File: src/hw/rti_pa_map.svh
// Purpose: register indexes, field positions, reset values and counts
// Assumes: the register index is the word index on the bus
// Notes: byte address on the bus is four times the index
`ifndef RTI_PA_MAP_SVH
`define RTI_PA_MAP_SVH

// register indexes (bus address bits 15:2)
`define IDX_EVENT_MASK 14'h1024
`define IDX_EVENT_FLAGS 14'h1025
`define IDX_CONTROL 14'h1026
`define IDX_PULSE_COUNT 14'h1027

// flag and mask layout
`define BIT_TICK_FLAG 6
`define BIT_OVF_FLAG 5
`define BIT_EDGE_FLAG 4
`define FLAG_IMPL 8'h70

// control layout
`define BIT_ACC_EN 6
`define BIT_ACC_MODE 5
`define BIT_ACC_EDGE 4
`define BIT_CAPTURE_SEL 2
`define CTRL_IMPL 8'h77

// reset values
`define RESET_BYTE 8'h00
`define RESET_COUNT 8'h00

// clock period of the E clock in ns, and the division counts
`define E_PERIOD_NS 5
`define RTI_BASE_DIV 8192
`define GATE_DIV 64
`define GATE_DIV_LAST (`GATE_DIV - 1)

`endif

File: src/hw/rti_pa_pkg.sv
// Purpose: shared types of the periodic interrupt and pulse accumulator
// Assumes: classic Wishbone with 32-bit data and 16-bit byte address
// Notes: numeric constants live in rti_pa_map.svh
package rti_pa_pkg;
   typedef logic [15:0] wb_addr_t;
   typedef logic [31:0] wb_data_t;
   typedef logic [3:0] wb_sel_t;
   typedef logic [7:0] reg_byte_t;
   typedef enum logic [1:0] {
      RATE_X1 = 2'b00,
      RATE_X2 = 2'b01,
      RATE_X4 = 2'b10,
      RATE_X8 = 2'b11
   } rate_e;
endpackage

File: src/hw/rti_and_pulse_accumulator.sv
// Purpose: periodic interrupt unit and 8-bit pulse accumulator
// Assumes: REF_CLK_I is the E clock; registers sit in byte lane 0
// Notes: registered ack, one wait state on every access
//
// Implementation choice: the Wishbone register port.
`timescale 1ns/10ps
`include "rti_pa_map.svh"

// How it works
// - a base tick fires every 2^13 clock cycles from a free prescaler.
// - the rate field divides the base tick by 1, 2, 4 or 8.
// - reset leaves the rate field at 00, the fastest period.
// - the rate field is writable at any time with no lock.
// - each period end sets the periodic flag, which stays until cleared.
// - the interrupt is raised while the periodic flag and enable are set.
// - flag bits 3:0 read as zero and ignore writes.
// - control bits 7 and 3 always read as zero.
// - the enable, mode and edge bits are writable at any time.
// - the 8-bit count reads and loads directly at any time.
// - event mode counts each chosen edge of the input pin.
// - gated mode counts an E/64 tick while the pin level allows it.
// - rollover of the count to zero sets the overflow flag.
// - a chosen edge on the input pin sets the edge flag.
module rti_and_pulse_accumulator #(
   parameter int unsigned BASE_DIV = `RTI_BASE_DIV
) (
   input wire logic REF_CLK_I,
   input wire logic RESET_N_I,
   input wire logic WB_CYC_I,
   input wire logic WB_STB_I,
   input wire logic WB_WE_I,
   input wire rti_pa_pkg::wb_addr_t WB_ADR_I,
   input wire rti_pa_pkg::wb_sel_t WB_SEL_I,
   input wire rti_pa_pkg::wb_data_t WB_DAT_I,
   output rti_pa_pkg::wb_data_t WB_DAT_O,
   output logic WB_ACK_O,
   input wire logic ACC_INPUT_PIN_I,
   output logic IRQ_O
);
   import rti_pa_pkg::*;

   // last values of the two prescalers before they wrap
   localparam logic [15:0] BASE_LAST = 16'(BASE_DIV - 1);
   localparam logic [5:0] GATE_LAST = 6'(`GATE_DIV_LAST);

   // bus state
   logic ack_q, ack_d;
   wb_data_t dat_q, dat_d;
   logic bus_hit;
   logic wr_lane;
   logic wr_mask, wr_flags, wr_ctrl, wr_count;
   reg_byte_t wr_byte;
   reg_byte_t rd_byte;

   // register state
   reg_byte_t mask_q, mask_d;
   reg_byte_t flags_q, flags_d;
   reg_byte_t ctrl_q, ctrl_d;
   reg_byte_t count_q, count_d;
   logic irq_q, irq_d;

   // timing state
   logic [15:0] base_cnt_q, base_cnt_d;
   logic [2:0] div_cnt_q, div_cnt_d;
   logic [5:0] gate_cnt_q, gate_cnt_d;
   logic base_tick, period_end, gate_tick;
   logic [2:0] div_mask;
   rate_e rate;

   // input pin state
   logic pin_meta_q, pin_sync_q, pin_prev_q;
   logic pin_meta_d, pin_sync_d, pin_prev_d;
   logic pin_rise, pin_fall, edge_hit, gate_open;

   // accumulator control decode
   logic acc_en, acc_gated, acc_edge;
   logic count_inc;
   reg_byte_t flag_set, flag_clr;

   // control fields as the counter and divider logic see them
   assign acc_en = ctrl_q[`BIT_ACC_EN];
   assign acc_gated = ctrl_q[`BIT_ACC_MODE];
   assign acc_edge = ctrl_q[`BIT_ACC_EDGE];
   assign rate = rate_e'(ctrl_q[1:0]);

   // --- Wishbone slave ---

   // ack one cycle after the request and never two in a row;
   // a master that holds cyc and stb gets a new ack every other cycle
   assign bus_hit = WB_CYC_I & WB_STB_I;
   // only lane 0 carries a register; a write with sel[0] low still
   // gets its ack but changes nothing
   assign wr_lane = bus_hit & WB_WE_I & WB_SEL_I[0] & ack_q;
   assign wr_byte = WB_DAT_I[7:0];

   // writes land at the edge where the master samples ack
   always_comb begin
      wr_mask = wr_lane & (WB_ADR_I[15:2] == `IDX_EVENT_MASK);
      wr_flags = wr_lane & (WB_ADR_I[15:2] == `IDX_EVENT_FLAGS);
      wr_ctrl = wr_lane & (WB_ADR_I[15:2] == `IDX_CONTROL);
      wr_count = wr_lane & (WB_ADR_I[15:2] == `IDX_PULSE_COUNT);
   end

   // read mux; unmapped words read as zero
   // reads have no side effect; a flag clears only by a written one
   always_comb begin
      unique case (WB_ADR_I[15:2])
         `IDX_EVENT_MASK: rd_byte = mask_q;
         `IDX_EVENT_FLAGS: rd_byte = flags_q & `FLAG_IMPL;
         `IDX_CONTROL: rd_byte = ctrl_q & `CTRL_IMPL;
         `IDX_PULSE_COUNT: rd_byte = count_q;
         default: rd_byte = 8'h00;
      endcase
   end

   // ack and read data next values
   // the answer is registered to keep the read path off the output;
   // read data is captured with the ack and then held, so a late
   // sample by the master still sees the answer
   always_comb begin
      ack_d = bus_hit & ~ack_q;
      dat_d = dat_q;
      if (ack_d) begin
         dat_d = {24'h000000, rd_byte};
      end
   end

   // bus registers
   always_ff @(posedge REF_CLK_I or negedge RESET_N_I) begin
      if (!RESET_N_I) begin
         ack_q <= 1'b0;
         dat_q <= 32'h00000000;
      end else begin
         ack_q <= ack_d;
         dat_q <= dat_d;
      end
   end

   assign WB_ACK_O = ack_q;
   assign WB_DAT_O = dat_q;

   // --- periodic interrupt timing ---

   // base prescaler runs free of any other timer setting
   // with the default count the base tick comes once in 8192 cycles
   always_comb begin
      base_tick = (base_cnt_q == BASE_LAST);
      base_cnt_d = base_tick ? 16'h0000 : 16'(base_cnt_q + 16'h0001);
      div_cnt_d = base_tick ? 3'(div_cnt_q + 3'h1) : div_cnt_q;
   end

   // the rate field picks how many base ticks make a period
   // the divider counts base ticks and wraps at eight; a period ends
   // when the low divider bits picked by the rate are all ones
   always_comb begin
      unique case (rate)
         RATE_X1: div_mask = 3'h0;
         RATE_X2: div_mask = 3'h1;
         RATE_X4: div_mask = 3'h3;
         RATE_X8: div_mask = 3'h7;
      endcase
      period_end = base_tick & ((div_cnt_q & div_mask) == div_mask);
   end

   // a rate change mid-period takes the running divider as it stands,
   // so the first period after it may be shorter than nominal
   always_ff @(posedge REF_CLK_I or negedge RESET_N_I) begin
      if (!RESET_N_I) begin
         base_cnt_q <= 16'h0000;
         div_cnt_q <= 3'h0;
      end else begin
         base_cnt_q <= base_cnt_d;
         div_cnt_q <= div_cnt_d;
      end
   end

   // --- input pin synchroniser and edge detect ---

   // shift chain next values; the first stage feeds nothing but the
   // second, so a metastable sample never reaches the counter
   always_comb begin
      pin_meta_d = ACC_INPUT_PIN_I;
      pin_sync_d = pin_meta_q;
      pin_prev_d = pin_sync_q;
   end

   // the edge detector reads only the second and third stage; all
   // three reset low like the idle pin, so no false edge follows
   // the release of reset
   always_ff @(posedge REF_CLK_I or negedge RESET_N_I) begin
      if (!RESET_N_I) begin
         pin_meta_q <= 1'b0;
         pin_sync_q <= 1'b0;
         pin_prev_q <= 1'b0;
      end else begin
         pin_meta_q <= pin_meta_d;
         pin_sync_q <= pin_sync_d;
         pin_prev_q <= pin_prev_d;
      end
   end

   // edge select: 0 picks falling, 1 picks rising; in gated mode
   // the same edge is the trailing edge of the open gate;
   // a change of the select alone never makes an edge, since the
   // detector compares two samples of the pin
   always_comb begin
      pin_rise = pin_sync_q & ~pin_prev_q;
      pin_fall = ~pin_sync_q & pin_prev_q;
      edge_hit = acc_edge ? pin_rise : pin_fall;
      gate_open = acc_edge ? ~pin_sync_q : pin_sync_q;
   end

   // --- pulse accumulator ---

   // free-running E/64 prescaler for gated accumulation
   // it is not restarted by the gate, so a short open window may
   // see no tick at all
   always_comb begin
      gate_tick = (gate_cnt_q == GATE_LAST);
      gate_cnt_d = 6'(gate_cnt_q + 6'h01);
   end

   // gate prescaler register; the first count after the gate opens
   // may come anywhere from 1 to 64 cycles later
   always_ff @(posedge REF_CLK_I or negedge RESET_N_I) begin
      if (!RESET_N_I) begin
         gate_cnt_q <= 6'h00;
      end else begin
         gate_cnt_q <= gate_cnt_d;
      end
   end

   // count source by mode; a software load wins over an increment
   // so that a load and a rollover never meet; the overflow flag
   // below relies on this ordering
   always_comb begin
      if (acc_gated) begin
         count_inc = acc_en & gate_open & gate_tick;
      end else begin
         count_inc = acc_en & edge_hit;
      end
      count_d = count_q;
      if (wr_count) begin
         count_d = wr_byte;
      end else if (count_inc) begin
         count_d = 8'(count_q + 8'h01);
      end
   end

   // the count clears at reset with the rest of the block
   always_ff @(posedge REF_CLK_I or negedge RESET_N_I) begin
      if (!RESET_N_I) begin
         count_q <= `RESET_COUNT;
      end else begin
         count_q <= count_d;
      end
   end

   // --- flags, mask and control ---

   // hardware set beats a same-cycle software clear
   // an overflow needs a real increment: a load in the same cycle
   // wins and takes no flag with it
   always_comb begin
      flag_set = 8'h00;
      flag_set[`BIT_TICK_FLAG] = period_end;
      flag_set[`BIT_OVF_FLAG] = count_inc & ~wr_count &
                                (count_q == 8'hff);
      flag_set[`BIT_EDGE_FLAG] = acc_en & edge_hit;
      flag_clr = wr_flags ? wr_byte : 8'h00;
      flags_d = ((flags_q & ~flag_clr) | flag_set) & `FLAG_IMPL;
   end

   // control bits change on any write, no lock window
   // the mask holds the three interrupt enables in the flag layout;
   // unused bits are dropped on write so they read back as zero
   always_comb begin
      ctrl_d = wr_ctrl ? (wr_byte & `CTRL_IMPL) : ctrl_q;
      mask_d = wr_mask ? (wr_byte & `FLAG_IMPL) : mask_q;
      irq_d = |(flags_q & mask_q);
   end

   // reset clears all, leaving the fastest periodic rate
   // count, prescalers and bus state reset in their own processes
   always_ff @(posedge REF_CLK_I or negedge RESET_N_I) begin
      if (!RESET_N_I) begin
         flags_q <= `RESET_BYTE;
         ctrl_q <= `RESET_BYTE;
         mask_q <= `RESET_BYTE;
         irq_q <= 1'b0;
      end else begin
         flags_q <= flags_d;
         ctrl_q <= ctrl_d;
         mask_q <= mask_d;
         irq_q <= irq_d;
      end
   end

   // registered, so it trails the flag by one cycle
   // a level output: it drops one cycle after the last unmasked
   // flag is cleared
   assign IRQ_O = irq_q;

endmodule

File: config.mk
export PLATFORM = sky130hd
export DESIGN_NAME = rti_and_pulse_accumulator
export DESIGN_NICKNAME = d
export VERILOG_FILES = /design/src/hw/rti_pa_pkg.sv /design/src/hw/rti_and_pulse_accumulator.sv
export VERILOG_INCLUDE_DIRS = /design/src /design/src/hw
export SDC_FILE = /design/constraint.sdc
export NUM_CORES = 1
export LEC_CHECK = 0
export BUFFER_PORTS_ARGS = -buffer_cell sky130_fd_sc_hd__clkbuf_2
export CAP_MARGIN = 10
export CORE_MARGIN = 5
export CORE_UTILIZATION = 32
export DETAILED_ROUTE_END_ITERATION = 7
export PLACE_DENSITY = 0.57
export SYNTH_ARGS = -nofsm -noshare
export SYNTH_HDL_FRONTEND = slang
export SYNTH_SLANG_ARGS = --single-unit
File: constraint.sdc
create_clock -name REF_CLK_I -period 3.18 [get_ports REF_CLK_I]
set_input_delay 0.636 -clock REF_CLK_I [delete_from_list [all_inputs] [get_ports REF_CLK_I]]
set_output_delay 0.636 -clock REF_CLK_I [all_outputs]
set_load 0.005 [all_outputs]
==> results.yml, run 1 <==
outcome:
  outcome: "completed"
layout:
  diodes: 0
  final_core_utilization: 0.3759
  share_of_layout_cells_above_drive_strength_1: 0.2419
  area_growth_syn_to_layout_pct: 14.81
  design.final.nets: 367
drt:
  route.detailed.vias_per_inst: 4.634
  antenna_left: 0
  drt_pre_antenna_iters: 4
  drt_wl_total_um: 5387
  dr.first_iter.drc_count: 68
  vias: 1937
  wire_per_inst_um: 12.89
  post-route-drc-count: 0
floorplan:
  chipHeight_um: 104.5
  die_w_um: 104.5
  ios: 92
  initial_core_util: 0.3274
  row_count: 34
  die_footprint_mm2: 0.01091
  placeableCoreArea_mm2: 0.008721
clock_network:
  worstSkewPairLatency_ns: 0.33
  cts_tree: "built"
  clock_sink_count: 58
  cts.hold.buffers_added: 0
  cts.repair.resized: 0
  tritoncts.num_buffers: 9
  cts_post_setup_buffers_inserted: 0
  max-clock-path-buffers: 2
  htree_levels: 3
  clk_root_buffer_cell: "sky130_fd_sc_hd__clkbuf_8"
  cts.clk_slew.worst_paths_ns: 0.06
pwr:
  powerDensity_mw_per_mm2: 447.4
  share_seq_of_total_power: 0.506
  total_leakage_power_uw: 0.001574
  total_power_uw: 1467
  power_frac_clock: 0.453
  total_switching_power_uw: 315.9
  p_comb_frac: 0.041
  irDropWorstVdd_uv: 208.2
  netSwitchingFraction: 0.2154
  power.internal_uw: 1151
sta:
  max_slew.worst_pin.slew_ns: 0.6325
  max_slew_margin: 0.5760
  slew_viol_final: 0
  hold_viol: 0
  grt_setup_unrepaired: "no"
  finalSetupViolCount: 0
  achievable-frequency_mhz: 459.3
  post-route-min-period_ns: 2.177
  final_critical_path_setup_slack_ns: 1.003
  largest_clock_skew_in_the_final_design_ns: 0.005020
  setup_tns_ns: 0
  final_min_period_over_clock_period: 0.6847
placement:
  place_hpwl_um: 3986
  last_weighted_congestion_value_of_the_routability_driven_placer: 0.7436
  placement.setup.worst_slack_ns: 0.5722
  buffer_ports.inserted: 38
critical_path:
  critical_path.n_buffers_inverters: 1
  timing.critical_path.from_type: "input port"
  cpMaxStageDelayCell: "sky130_fd_sc_hd__nor3_2"
  cp.arrival_ns: 2.40
  crit_chain: "clkbuf_2, nor4bb_1, and3_1, nand2_1, nor3_2, mux2_2"
  critical_path.reg2reg.startpoint: "gate_cnt_q[0]"
  critical_path_required_ns: 3.40
  rrSetupSlack_ns: 1.24
  slowest_delay_ns: 0.50
  worstSetupEndpointType: "flop"
  worstPathMaxFanout: 9
  rr_worst_depth: 6
  worst-setup-path-type: "in -> reg"
  rr_endpoint: "count_q[7]"
  critical-path-top-delay-family: "simple AND/OR/NAND/NOR gates"
global_route:
  first_pass_grt_wire_length_um: 9087
  grt.total_usage: 0.1039
  first_global_vias: 1876
  antenna_found_initial: 0
  pin_count_of_the_biggest_net_entering_global_routing: 40
  globalRoute.totalOverflow: 0
yosys:
  synth_area_leaders: "sky130_fd_sc_hd__dfrtp_1, sky130_fd_sc_hd__buf_4, sky130_fd_sc_hd__xor2_1"
  synth_top_cell_by_area: "sky130_fd_sc_hd__dfrtp_1"
  ys.flop_type: "sky130_fd_sc_hd__dfrtp_1"
  synth_seq_area_share: 0.5083
  synth.distinct_cells: 42
  syn-mean-instance-area_um2: 10.98
  postSynthCellCount: 260
  synth-edff-count: 0
  synthesis.yosys.warnings: 0
  synthesis.area_mm2: 0.002855
  synth_top_area_frac: 0.5083
  ys_async_sr_fraction: 1.000
  synth.ff_latch_count: 58
job:
  drv.max_cap_violation_count: 0
worst_hold_path:
  min_path_type: "in -> async"
-- worst reg2reg max path: cells and delay by family (launching register included) --
kind | cells | cell delay [ns]
AO/OA/AOI/OAI | 1 | 0.16
flip-flops | 1 | 0.39
AND/OR/NAND/NOR | 4 | 1.11
adder cells (fa/ha/maj) | 1 | 0.20
-- layout make-up --
class | count | area (um^2)
Tap cell | 108 | 135.1
Timing Repair Buffer | 41 | 212.7
Clock buffer | 15 | 196.4
Multi-Input combinational cell | 190 | 1259
Inverter | 5 | 18.77
Fill cell | 864 | 5443
Sequential cell | 58 | 1451
Clock inverter | 1 | 5.005
-- power by group through the flow --
stage	sequential (uW)	combinational [uW]	clock, uW
4_1_cts	742	61.9	689
2_1_floorplan	756	43.8	0
3_5_place_dp	756	61.7	0
6_report	743	60.4	664
5_1_grt	742	70.7	720
3_3_place_gp	756	60.7	0
-- kinds of logic after synthesis --
kind of cell,Yosys count,synth area share
other,1,0.001313
buffers and inverters,35,0.08107
adder cells (fa/ha/maj),4,0.01753
AO/OA/AOI/OAI,26,0.05829
multiplexers,17,0.08107
flip-flops,58,0.5083
AND/OR/NAND/NOR,92,0.1696
XOR/XNOR,27,0.08282
-- metrics by stage --
step                area [um^2]  hold WS (ns)  instances
floorplan                  2942        0.3312        283
global placement           3077        0.3349        402
detailed placement         3077        0.3347        402
CTS                        3278        0.2593        418
global route               3278        0.2784        418
finish                     3278        0.2531        418
-- worst max path at each step --
| stage | end | from | cells after the start |
|---|---|---|---|
| after floorplan | mask_q[4] | WB_ADR_I[10] | 5 |
| after global placement | ctrl_q[5] | WB_ADR_I[9] | 6 |
| after detailed placement | ctrl_q[0] | WB_ADR_I[9] | 6 |
| after CTS | ctrl_q[2] | WB_ADR_I[9] | 6 |
| after global routing | ctrl_q[5] | WB_ADR_I[9] | 6 |
| final | ctrl_q[0] | WB_ADR_I[9] | 6 |
-- layout by cell type, fill, tap and decap left out, drive strengths merged, types with 2 or more instances in the layout --
cell,instances
nand4b,2
nand2,20
xor2,14
conb,24
clkbuf,53
a32o,2
dfrtp,58
nand3,18
ha,4
inv,5
mux2,10
o21ai,7
nor3,5
mux2i,4
a21oi,9
and3,5
or2,2
xnor2,13
mux4,3
buf,3
nand4,7
nor2,23
o2111ai,3
-- cells in the mapped netlist (all sizes together), types with 2 or more instances --
master   count
ha           4
nand4        7
nand2       20
o2111ai      3
or2          2
xor2        14
a32o         2
nand3       18
mux2        10
a21oi        9
o21ai        7
buf         27
mux4         3
nor2        23
inv          5
clkbuf       3
xnor2       13
nand4b       2
mux2i        4
dfrtp       58
nor3         5
and3         5
-- flip-flops by register name, summed over array words and instances, names as in the netlist --
signal      count
pin_prev_d      1
mask_q          3
IRQ_O           1
ctrl_q          6
base_cnt_q     16
WB_ACK_O        1
count_q         8
pin_prev_q      1
div_cnt_q       3
WB_DAT_O        8
gate_cnt_q      6
pin_meta_q      1
flags_q         3
-- layer usage --
| metal | wire length, um | up-vias | GRT usage |
|---|---|---|---|
| met2 | 2465 | 57 | 0.1561 |
| met4 | 91 | 0 | 0.03978 |
| met1 | 2388 | 921 | 0.1275 |
| li1 | - | 948 | - |
| met5 | 0 | - | 0 |
| met3 | 441 | 11 | 0.05152 |
No activity file was read; power rests on OpenSTA's default activity.
==> inputs of run 2 (changes only) <==
- PLACE_DENSITY: 0.57 -> 0.59
- clock period: 3.18 -> 1.95 ns (I/O delays scaled with it)
==> run 2 against run 1 <==
  * Via count rose by 0.36%
  * Core utilization rose by 0.55 points
  * Critical path depth down 1
  * Die area did not move
  * Clock power is 42% higher
  * First-iteration DRC count is 7.4% higher
  * Total power is 54% higher
  * Sequential share of layout area shrank 0.63 points
  * Non-clock buffer count is 8 higher
  * Largest cell class unchanged
==> results.yml, run 2 (synthesis results as in run 1) <==
outcome:
  outcome: "completed"
layout:
  multiInputGateArea_mm2: 0.001259
  design.final.nets: 375
  share_of_layout_cells_above_drive_strength_1: 0.2547
  largest_reg_flops: 16
  most_common_cell_after_layout_fill_and_taps_aside: "sky130_fd_sc_hd__dfrtp_1"
  largest-register: "base_cnt_q"
  diodes: 0
  seq_area_mm2: 0.001451
  area_growth_syn_to_layout_pct: 16.48
  layout_common_cells: "sky130_fd_sc_hd__dfrtp_1, sky130_fd_sc_hd__clkbuf_2, sky130_fd_sc_hd__conb_1, sky130_fd_sc_hd__nor2_1, sky130_fd_sc_hd__nand2_1"
  instances_no_fill: 426
  fillerInstances: 861
clock_network:
  max-clock-path-buffers: 2
  worstSkewPairLatency_ns: 0.33
  cts.clk_slew.worst_paths_ns: 0.06
  cts.hold.buffers_added: 0
  cts_tree: "built"
  tritoncts.num_buffers: 9
  cts_post_setup_buffers_inserted: 0
  cts.repair.resized: 0
  clk_root_buffer_cell: "sky130_fd_sc_hd__clkbuf_8"
  clock_sink_count: 58
  htree_levels: 3
drt:
  post-route-drc-count: 0
  route.detailed.vias_per_inst: 4.563
  wire_per_inst_um: 12.91
  drt_pre_antenna_iters: 4
  drt_wl_total_um: 5500
  antenna_left: 0
  vias: 1944
  dr.first_iter.drc_count: 73
critical_path:
  worst-setup-path-type: "reg -> reg"
  worstPathMaxFanout: 6
  cp.arrival_ns: 1.96
  critical_path_required_ns: 2.17
  timing.critical_path.from_type: "flop"
  worstSetupEndpointType: "flop"
floorplan:
  die_w_um: 104.5
  placeableCoreArea_mm2: 0.008721
  row_count: 34
  die_footprint_mm2: 0.01091
  ios: 92
  initial_core_util: 0.3274
  chipHeight_um: 104.5
global_route:
  antenna_found_initial: 0
  first_global_vias: 1944
  first_pass_grt_wire_length_um: 9259
  pin_count_of_the_biggest_net_entering_global_routing: 23
  grt.total_usage: 0.1052
  globalRoute.totalOverflow: 0
worst_hold_path:
  min_path_type: "in -> async"
placement:
  place_inst: 410
  placement.setup.worst_slack_ns: -0.09558
  place_hpwl_um: 4180
  last_weighted_congestion_value_of_the_routability_driven_placer: 0.7687
  buffer_ports.inserted: 38
sta:
  achievable-frequency_mhz: 574.4
  largest_clock_skew_in_the_final_design_ns: 0.004690
  max_slew.worst_pin.slew_ns: 0.6214
  slew_viol_final: 0
  post-route-min-period_ns: 1.741
  hold_viol: 0
  final_critical_path_setup_slack_ns: 0.2090
  grt_setup_unrepaired: "no"
  max_slew_margin: 0.5858
  final_min_period_over_clock_period: 0.8928
  finalSetupViolCount: 0
pwr:
  irDropWorstVdd_uv: 261.3
  total_leakage_power_uw: 0.001605
  powerDensity_mw_per_mm2: 679.6
job:
  drv.max_cap_violation_count: 0
[run 2: changes by cell type in the layout (fill, tap and decap cells not counted), sizes merged]
cell / before / now
clkinv: 1 / 3
clkbuf: 53 / 51
buf: 3 / 11
[run 2: power breakdown]
| group | switching, uW | internal (uW) | total, uW |
|---|---|---|---|
| Sequential | 3.03 | 1210 | 1210 |
| Combinational | 64.6 | 42.9 | 107 |
| Clock | 451 | 490 | 942 |
| Total | 519 | 1740 | 2260 |
[run 2: layout make-up]
cell class                 count  share of cell area
multi-input combinational    190              0.3785
clock inverter                 3            0.004515
tap                          108             0.04063
timing repair buffer          49             0.08954
clock buffer                  13             0.04477
sequential                    58              0.4364
inverter                       5            0.005643
[run 2: path summary, 6_finish.rpt]
check                                     start      endpoint  slack (ns)  cells after the start
worst max register to register    base_cnt_q[2]  div_cnt_q[1]        0.21                      5
max in group asynchronous             RESET_N_I    count_q[7]        1.37                      2
worst min register to register       pin_meta_q    pin_prev_d        0.38                      0
worst min-delay path                  RESET_N_I    pin_meta_q        0.06                      1
worst max-delay path              base_cnt_q[2]  div_cnt_q[1]        0.21                      5
min in group REF_CLK_I          ACC_INPUT_PIN_I    pin_meta_q        0.16                      1
[run 2: per-layer routing]
layer / global-route usage / up-vias / wire length (um)
li1: - / 970 / -
met1: 0.1271 / 929 / 2420
met2: 0.1715 / 41 / 2751
met3: 0.04718 / 4 / 298
met4: 0.02498 / 0 / 29
met5: 0 / - / 0
[run 2: worst max-delay path, cell delays in order (launching register included)]
cell and delay, ns:
sky130_fd_sc_hd__dfrtp_1 0.43, sky130_fd_sc_hd__and4_1 0.26, sky130_fd_sc_hd__nand3_1 0.13, sky130_fd_sc_hd__nor3_1 0.27, sky130_fd_sc_hd__buf_4 0.20, sky130_fd_sc_hd__mux2_2 0.33
[run 2: metrics by stage]
stage	setup TNS [ns]	cell area, um^2	util	hold WS [ns]	power, uW
after floorplan	0	2942	-	0.09441	1304
after detailed placement	-0.3226	3162	0.3626	0.3657	1342
after global placement	-0.1394	3162	0.3626	0.3646	1340
final	0	3326	0.3813	0.06367	2260
after CTS	0	3326	0.3813	0.07447	2295
after global routing	0	3326	0.3813	0.09630	2369
